### config.mk
export PLATFORM = sky130hd
export DESIGN_NAME = calibration_control_status
export DESIGN_NICKNAME = d
export VERILOG_FILES = /design/src/core/cal_ctrl_pkg.sv /design/src/core/cal_trig_if.sv /design/src/core/cal_trig_select.sv /design/src/core/calibration_control_status.sv
export VERILOG_INCLUDE_DIRS = /design/src /design/src/core
export SDC_FILE = /design/constraint.sdc
export NUM_CORES = 1
export LEC_CHECK = 0
export BUFFER_PORTS_ARGS = -buffer_cell sky130_fd_sc_hd__buf_4
export CAP_MARGIN = 20
export CORE_MARGIN = 3
export CORE_UTILIZATION = 54
export DETAILED_ROUTE_END_ITERATION = 6
export PLACE_DENSITY = 0.76
export SYNTH_ARGS = -nofsm -noshare
export SYNTH_HDL_FRONTEND = slang
export SYNTH_SLANG_ARGS = --single-unit
### constraint.sdc
create_clock -name clk_sys -period 2.1 [get_ports clk_sys]
set_clock_uncertainty 0.2 [all_clocks]
set_input_delay 0.105 -clock clk_sys [delete_from_list [all_inputs] [get_ports clk_sys]]
set_output_delay 0.105 -clock clk_sys [all_outputs]
set_load 0.02 [all_outputs]
### src/core/cal_ctrl_cfg.svh
// Register map, field positions and reset values of the calibration control bank.
// Assumes inclusion by bare name from core/ sources only.
`ifndef CAL_CTRL_CFG_SVH
`define CAL_CTRL_CFG_SVH
`define ADDR_OFFSET_AVERAGING_CONTROL 7'h68
`define ADDR_CALIBRATION_STATUS_FLAGS 7'h6A
`define ADDR_STATUS_PIN_TRIGGER_SELECT 7'h6B
`define ADDR_SOFTWARE_TRIGGER_LEVEL 7'h6C
`define ADDR_LOW_POWER_BACKGROUND_CONFIG 7'h6E
`define ADDR_CAL_RUN_CONFIG 7'h62
`define RST_OFFSET_AVERAGING_CONTROL 8'h61
`define RST_STATUS_PIN_TRIGGER_SELECT 8'h00
`define RST_SOFTWARE_TRIGGER_LEVEL 8'h01
`define RST_LOW_POWER_BACKGROUND_CONFIG 8'h88
`define RST_CAL_RUN_CONFIG 8'h01
`define AVG_DEPTH_HI 6
`define AVG_DEPTH_LO 4
`define AVG_FIXED_VALUE 4'h1
`define STAT_CODE_HI 4
`define STAT_CODE_LO 2
`define STAT_STOPPED_BIT 1
`define STAT_FG_COMPLETE_BIT 0
`define PIN_SEL_HI 2
`define PIN_SEL_LO 1
`define PIN_TRIG_SRC_BIT 0
`define SOFT_TRIG_BIT 0
`define LP_WAKE_MODE_BIT 1
`define LP_EN_BIT 0
`define RUN_FG_BIT 0
`define RUN_BG_BIT 1
`define SPI_ADDR_BITS 7
`endif

### src/core/cal_ctrl_pkg.sv
// Types shared by the calibration control bank modules.
// Assumes nothing beyond a SystemVerilog compiler.
`default_nettype none
package cal_ctrl_pkg;
    typedef enum logic [1:0] {
        PIN_FG_COMPLETE,
        PIN_BG_STOPPED,
        PIN_ALARM,
        PIN_LOW
    } pin_sel_t;
    typedef logic [7:0] reg_byte_t;
endpackage : cal_ctrl_pkg
`default_nettype wire

### src/core/cal_trig_if.sv
// Carries selected trigger and its sources between bank and trigger selector.
// Assumes both ends on clk_sys.
`default_nettype none
interface cal_trig_if;
    logic src_hw;
    logic soft_level;
    logic pin_level;
    logic trig_level;
    modport bank (output src_hw, output soft_level, output pin_level, input trig_level);
    modport sel (input src_hw, input soft_level, input pin_level, output trig_level);
endinterface : cal_trig_if
`default_nettype wire

### src/core/cal_trig_select.sv
// Trigger source multiplexer, registered.
// Assumes pin level arrives already synchronised.
`default_nettype none
module cal_trig_select (
    input wire logic clk_sys,   // system clock
    input wire logic rst_n,     // sync reset, active low
    input wire logic clk_en,    // freezes state when low
    cal_trig_if.sel trig        // trigger sources and result
);
    always_ff @(posedge clk_sys) begin
        if (!rst_n) begin
            trig.trig_level <= 1'b1;
        end else if (clk_en) begin
            trig.trig_level <= trig.src_hw ? trig.pin_level : trig.soft_level;
        end
    end
endmodule : cal_trig_select
`default_nettype wire

### src/core/calibration_control_status.sv
// Calibration control and status register bank with serial register port.
// Assumes an SPI-style port: active-low chip select, mode 0, 16-bit frames
// (read bit, 7-bit address, 8 data bits), pins asynchronous to clk_sys.
// Notes on behaviour
// - Averaging depth bits 6-4; low nibble fixed 1.
// - Status register read-only; code in bits 4-2.
// - Set stopped flag when background halts.
// - Clear stopped flag when calibration resumes.
// - Without background, stopped follows foreground done.
// - Foreground done flag in bit 0.
// - Selector bits 2-1 choose status pin source.
// - Source bit 0 uses software trigger only.
// - Source bit 1 uses hardware pin only.
// - Software trigger bit resets to one.
// - Low-power register resets to 0x88.
// - Foreground control runs or skips foreground.
// - Trigger-driven low power wakes on low trigger.
`default_nettype none
`include "cal_ctrl_cfg.svh"
module calibration_control_status
    import cal_ctrl_pkg::*;
#(
    parameter int ADDR_BITS = `SPI_ADDR_BITS
) (
    input wire logic clk_sys,            // 20 MHz system clock
    input wire logic rst_n,              // sync reset, active low
    input wire logic clk_en,             // freezes all state when low
    input wire logic spi_cs_n,           // register port select, active low
    input wire logic spi_sclk,           // register port clock (sampled)
    input wire logic spi_sdi,            // register port data in
    output logic spi_sdo,                // register port data out
    output logic spi_sdo_oe,             // high while driving spi_sdo
    input wire logic trigger_input_pin,  // hardware calibration trigger
    input wire logic alarm,              // alarm level from device
    input wire logic fg_complete,        // foreground completed, pulse
    input wire logic bg_halted,          // background stopped at phase, pulse
    input wire logic cal_resumed,        // calibration operating again, pulse
    input wire logic cal_restart,        // calibration values reset, pulse
    input wire logic [2:0] cal_code,     // calibration status code
    output logic status_output_pin,      // selected status level
    output logic [2:0] offset_average_depth, // averaging depth to engine
    output logic foreground_run_enable,  // run foreground on restart
    output logic background_run_enable,  // background calibration on
    output logic [7:0] low_power_cfg,    // low-power settings to engine
    output logic cal_trigger,            // selected trigger level
    output logic core_wake               // wake sleeping core
);
    // Frame layout and decoder are built for a 7-bit address only
    if (ADDR_BITS != 7) begin : g_addr_bits_check
        $error("ADDR_BITS must be 7");
    end

    reg_byte_t offset_averaging_control;
    reg_byte_t status_pin_trigger_select;
    reg_byte_t software_trigger_level;
    reg_byte_t low_power_background_config;
    reg_byte_t cal_run_config;
    logic foreground_complete_flag;
    logic bg_stopped_flag;
    logic [2:0] status_code;

    // Two-flop synchronisers on all pins
    logic [1:0] cs_sync, sclk_sync, sdi_sync, trig_sync;
    always_ff @(posedge clk_sys) begin
        if (!rst_n) begin
            cs_sync <= 2'h3;
            sclk_sync <= 2'h0;
            sdi_sync <= 2'h0;
            trig_sync <= 2'h3;
        end else if (clk_en) begin
            cs_sync <= {cs_sync[0], spi_cs_n};
            sclk_sync <= {sclk_sync[0], spi_sclk};
            sdi_sync <= {sdi_sync[0], spi_sdi};
            trig_sync <= {trig_sync[0], trigger_input_pin};
        end
    end

    logic sclk_prev;
    always_ff @(posedge clk_sys) begin
        if (!rst_n) begin
            sclk_prev <= 1'b0;
        end else if (clk_en) begin
            sclk_prev <= sclk_sync[1];
        end
    end
    logic active, rise, fall;
    assign active = !cs_sync[1];
    assign rise = active && sclk_sync[1] && !sclk_prev;
    assign fall = active && !sclk_sync[1] && sclk_prev;

    // Frame shifter: bit count, header, data
    logic [4:0] bit_cnt;
    logic [15:0] shift_in;
    logic [7:0] shift_out;
    logic wr_stb;
    always_ff @(posedge clk_sys) begin
        if (!rst_n) begin
            bit_cnt <= 5'h00;
            shift_in <= 16'h0000;
        end else if (clk_en) begin
            if (!active) begin
                bit_cnt <= 5'h00;
            end else if (rise && bit_cnt != 5'h10) begin
                bit_cnt <= bit_cnt + 5'h01;
                shift_in <= {shift_in[14:0], sdi_sync[1]};
            end
        end
    end
    assign wr_stb = clk_en && rise && bit_cnt == 5'h0F && !shift_in[14];

    function automatic reg_byte_t read_mux(input logic [6:0] a);
        reg_byte_t d;
        d = 8'h00;
        if (a == `ADDR_OFFSET_AVERAGING_CONTROL) begin
            d = offset_averaging_control;
        end else if (a == `ADDR_CALIBRATION_STATUS_FLAGS) begin
            d = {3'h0, status_code, bg_stopped_flag, foreground_complete_flag};
        end else if (a == `ADDR_STATUS_PIN_TRIGGER_SELECT) begin
            d = status_pin_trigger_select;
        end else if (a == `ADDR_SOFTWARE_TRIGGER_LEVEL) begin
            d = software_trigger_level;
        end else if (a == `ADDR_LOW_POWER_BACKGROUND_CONFIG) begin
            d = low_power_background_config;
        end else if (a == `ADDR_CAL_RUN_CONFIG) begin
            d = cal_run_config;
        end
        return d;
    endfunction : read_mux

    // Read data loaded as the last address bit (frame bit 8) arrives, shifted on falling edges
    always_ff @(posedge clk_sys) begin
        if (!rst_n) begin
            shift_out <= 8'h00;
        end else if (clk_en) begin
            if (rise && bit_cnt == 5'h07) begin
                shift_out <= read_mux({shift_in[5:0], sdi_sync[1]});
            end else if (fall && bit_cnt >= 5'h09) begin
                shift_out <= {shift_out[6:0], 1'b0};
            end
        end
    end
    // Read flag latched on the first bit; it moves up the shifter later
    logic is_read;
    always_ff @(posedge clk_sys) begin
        if (!rst_n) begin
            is_read <= 1'b0;
        end else if (clk_en) begin
            if (rise && bit_cnt == 5'h00) begin
                is_read <= sdi_sync[1];
            end
        end
    end
    always_ff @(posedge clk_sys) begin
        if (!rst_n) begin
            spi_sdo <= 1'b0;
            spi_sdo_oe <= 1'b0;
        end else if (clk_en) begin
            spi_sdo <= shift_out[7];
            spi_sdo_oe <= active && bit_cnt >= 5'h08 && is_read;
        end
    end

    logic [6:0] wr_addr;
    reg_byte_t wr_data;
    assign wr_addr = shift_in[13:7];
    assign wr_data = {shift_in[6:0], sdi_sync[1]};

    // Writable registers
    always_ff @(posedge clk_sys) begin
        if (!rst_n) begin
            offset_averaging_control <= `RST_OFFSET_AVERAGING_CONTROL;
            status_pin_trigger_select <= `RST_STATUS_PIN_TRIGGER_SELECT;
            software_trigger_level <= `RST_SOFTWARE_TRIGGER_LEVEL;
            low_power_background_config <= `RST_LOW_POWER_BACKGROUND_CONFIG;
            cal_run_config <= `RST_CAL_RUN_CONFIG;
        end else if (wr_stb) begin
            if (wr_addr == `ADDR_OFFSET_AVERAGING_CONTROL) begin
                offset_averaging_control <= {wr_data[7:4], `AVG_FIXED_VALUE};
            end else if (wr_addr == `ADDR_STATUS_PIN_TRIGGER_SELECT) begin
                status_pin_trigger_select <= wr_data;
            end else if (wr_addr == `ADDR_SOFTWARE_TRIGGER_LEVEL) begin
                software_trigger_level <= wr_data;
            end else if (wr_addr == `ADDR_LOW_POWER_BACKGROUND_CONFIG) begin
                low_power_background_config <= wr_data;
            end else if (wr_addr == `ADDR_CAL_RUN_CONFIG) begin
                cal_run_config <= wr_data;
            end
        end
    end

    // Status flags; events win over the restart clear
    always_ff @(posedge clk_sys) begin
        if (!rst_n) begin
            foreground_complete_flag <= 1'b0;
            bg_stopped_flag <= 1'b0;
            status_code <= 3'h0;
        end else if (clk_en) begin
            status_code <= cal_code;
            if (fg_complete || (cal_restart && !foreground_run_enable)) begin
                foreground_complete_flag <= 1'b1;
            end else if (cal_restart) begin
                foreground_complete_flag <= 1'b0;
            end
            if (bg_halted || (!background_run_enable &&
                    (fg_complete || (cal_restart && !foreground_run_enable)))) begin
                bg_stopped_flag <= 1'b1;
            end else if (cal_resumed || cal_restart) begin
                bg_stopped_flag <= 1'b0;
            end
        end
    end

    cal_trig_if trig_bus ();
    assign trig_bus.src_hw = status_pin_trigger_select[`PIN_TRIG_SRC_BIT];
    assign trig_bus.soft_level = software_trigger_level[`SOFT_TRIG_BIT];
    assign trig_bus.pin_level = trig_sync[1];
    cal_trig_select u_trig (
        .clk_sys(clk_sys),
        .rst_n(rst_n),
        .clk_en(clk_en),
        .trig(trig_bus)
    );

    pin_sel_t pin_sel;
    assign pin_sel = pin_sel_t'(status_pin_trigger_select[`PIN_SEL_HI:`PIN_SEL_LO]);
    always_ff @(posedge clk_sys) begin
        if (!rst_n) begin
            status_output_pin <= 1'b0;
            core_wake <= 1'b0;
        end else if (clk_en) begin
            case (pin_sel)
                PIN_FG_COMPLETE: status_output_pin <= foreground_complete_flag;
                PIN_BG_STOPPED: status_output_pin <= bg_stopped_flag;
                PIN_ALARM: status_output_pin <= alarm;
                default: status_output_pin <= 1'b0;
            endcase
            core_wake <= low_power_background_config[`LP_EN_BIT] &&
                low_power_background_config[`LP_WAKE_MODE_BIT] && !trig_bus.trig_level;
        end
    end

    assign offset_average_depth = offset_averaging_control[`AVG_DEPTH_HI:`AVG_DEPTH_LO];
    assign foreground_run_enable = cal_run_config[`RUN_FG_BIT];
    assign background_run_enable = cal_run_config[`RUN_BG_BIT];
    assign low_power_cfg = low_power_background_config;
    assign cal_trigger = trig_bus.trig_level;
endmodule : calibration_control_status
`default_nettype wire

==> impl_metrics.toml <==
[floorplanning]
die_w_um = 94.0
dieArea_um2 = 8830
rows = 31
io_pins = 33
core_um2 = 7370
die_h_um = 94.0
initial_core_util_pct = 56.7

[sta]
fmax_mhz = 492
period_minus_slack_ns = 2.03
rsz0062_at_grt = "true"
tightest_slew_ns = 0.594
worst_slew_margin_rel_pct = 59.8
setup_ws_ns = 0.0656
fin_tns_setup_ns = 0
drv_slew = 0
fin_crit_sh_pct = 96.9
setup_viol = 0
hold_viol = 0

[yosys]
synth.largest_area_cell = "dfxtp_1"
ys_seq_elements = 84
synthTopCellsByArea = "dfxtp_1 (40%), mux2i_1 (13%), nor2b_1 (7.2%), nand2_1 (5.1%), a21boi_0 (3.1%)"
seq_area_frac_synth_pct = 40.3
synth_edf_count = 0
ys_async_sr_fraction_pct = 0
ys_types = 55
yosysTopAreaCellShare_pct = 40.3
yosys_warnings = 0
synth_nets = 470
synthCells = 451
ys.flop_type = "dfxtp_1"
syn_avg_cell_area_um2 = 9.26
syn-cell-area_um2 = 4180

[drt]
vias_per_cell = 5.72
drt_wl_total_mm = 10.2
vias = 3454
wl_per_cell_um = 16.8
antenna_left = 0
first_pass_iters = 4
drt_iter0_markers = 236
drcViolationCount = 0

[placed_design]
dp_slack_ns = -0.127
place.gp.congestion = 0.890
dp_hpwl_mm = 6.61
portBuffers = 32

[critical_path]
required_ns = 2.20
critPathKind = "reg2reg"
startpoint_type = "flip-flop"
cp.arrival_ns = 2.14
endpoint_kind = "flip-flop"
crit_path_max_fanout = 7

[global_routing]
track_usage_pct = 24.4
grt.overflow.total = 0
antenna_found_initial = 0
grt_max_degree = 52
grt_pass1_vias = 3431
grt_first_pass_wirelength_mm = 16.9

[cells_and_area]
mostFrequentLayoutCells = "dfxtp_1 (80), nand2_1 (57), buf_4 (56)"
syn_to_final_growth_pct = 21.5
layout-drive-gt1-share_pct = 19.8
post-route-util_pct = 68.9
fillers = 570
layout_commonest_cell = "dfxtp_1"
n_antenna_cell = 0
layout.nets = 519

[power]
power.density_nw_per_um2 = 597
finalPower_w = 0.00303
p_leak_nw = 2.13
peakVddDrop_mv = 0.422

[run_status]
status = "completed"

[job]
maxCapViolCount = 0

[worst_hold_path]
holdCritPathClass = "in2reg"

[clocking]
htree_levels = 3
worst_skew_pair.late_latency_ns = 0.36
path_clk_slew_ns = 0.09
cts-root-buf = "clkbuf_8"
clockBufferDepth = 2
tritoncts = "yes"
cts_buffers = 9
clock-sinks = 84
[flip-flops by register name, summed over array words and instances, names as in the netlist, 3 cells and up]
register                   cells
bit_cnt                        5
cal_run_config                 8
low_power_cfg                  8
offset_averaging_control       4
shift_in                      15
shift_out                      8
software_trigger_level         8
status_code                    3
status_pin_trigger_select      8
[repair_timing]
item / in CTS / in global routing
buffers inserted: 2 / 2
pin swaps: 2 / 3
resized for setup: 13 / 12
endpoints found under the hold margin: 17 / 0
hold buffers: 18 / 0
endpoints found under the setup margin: 41 / 45
[layout make-up]
class | count | area, µm² | share of cell area [%]
flip-flops and latches | 84 | 1690 | 33.3
repair buffers | 74 | 611 | 12.0
multi-input cells | 319 | 2390 | 47.1
well taps | 99 | 124 | 2.44
clock inverters | 6 | 87.6 | 1.73
inverters | 12 | 45.0 | 0.888
clock buffers | 10 | 128 | 2.51
[cell usage after synthesis (all sizes together) (2+ instances only)]
master   count
o211ai       2
nor3         5
a221o        4
nor4b        2
nand4        8
o221ai       2
dfxtp       84
inv         12
nor2b       48
and4         2
and3         9
or3          2
a32o         2
and4b        7
or2          2
ha           4
a21boi      20
nand2b       9
nor4bb       6
o31ai        5
a2111oi      3
mux2i       55
nand3        3
nand4b       4
a211o        2
o21a         2
o2111ai      4
nand2       57
mux2         2
clkbuf      26
a21oi        5
nand4bb      4
nor2         2
o21ai       15
a31oi        7
buf         10
[power breakdown]
part | switching (W) | internal, W | leakage (nW) | total, W
logic | 0.0000678 | 0.0000844 | 1.34 | 0.000152
registers | 0.0000129 | 0.00161 | 0.681 | 0.00162
clock network | 0.000586 | 0.000672 | 0.111 | 0.00126
[logic make-up after synthesis]
family,after synthesis,share of synthesized area (%)
AO/OA/AOI/OAI,81,14.2
buffers and inverters,48,4.76
AND/OR/NAND/NOR,177,25.9
adder cells (fa/ha/maj),4,1.20
flip-flops,84,40.3
multiplexers,57,13.7
[metrics by stage]
stage	hold WS (ns)	area (µm²)	cells
after floorplan	0.0334	4180	451
after global placement	0.121	4560	567
after detailed placement	0.123	4560	567
after CTS	0.00159	5030	603
after global routing	0.0345	5070	604
final	0.0135	5070	604
[critical path: stages, from the launching register on]
cell and delay, ns:
dfxtp_4 0.38, inv_2 0.05, ha_1 0.18, or4_4 0.44, o2111a_2 0.33, or3_1 0.33
nand3_1 0.07
[path summary, 6_finish.rpt]
check	startpoint	end	slack, ns	cells past startpoint
max	bit_cnt[1]	shift_out[0]	0.07	6
min reg2reg	shift_in[14]	shift_in[14]	0.27	2
min	alarm	status_output_pin	0.01	4
max reg2reg	bit_cnt[1]	shift_out[0]	0.07	6
[layer usage]
| metal | global-route usage [%] | part of all wire (%) |
|---|---|---|
| met1 | 32.1 | 46 |
| met2 | 39.5 | 48 |
| met3 | 5.05 | 4.0 |
| met4 | 8.78 | 2.1 |
| met5 | 0 | 0 |
No activity file was read; power rests on OpenSTA's default activity.
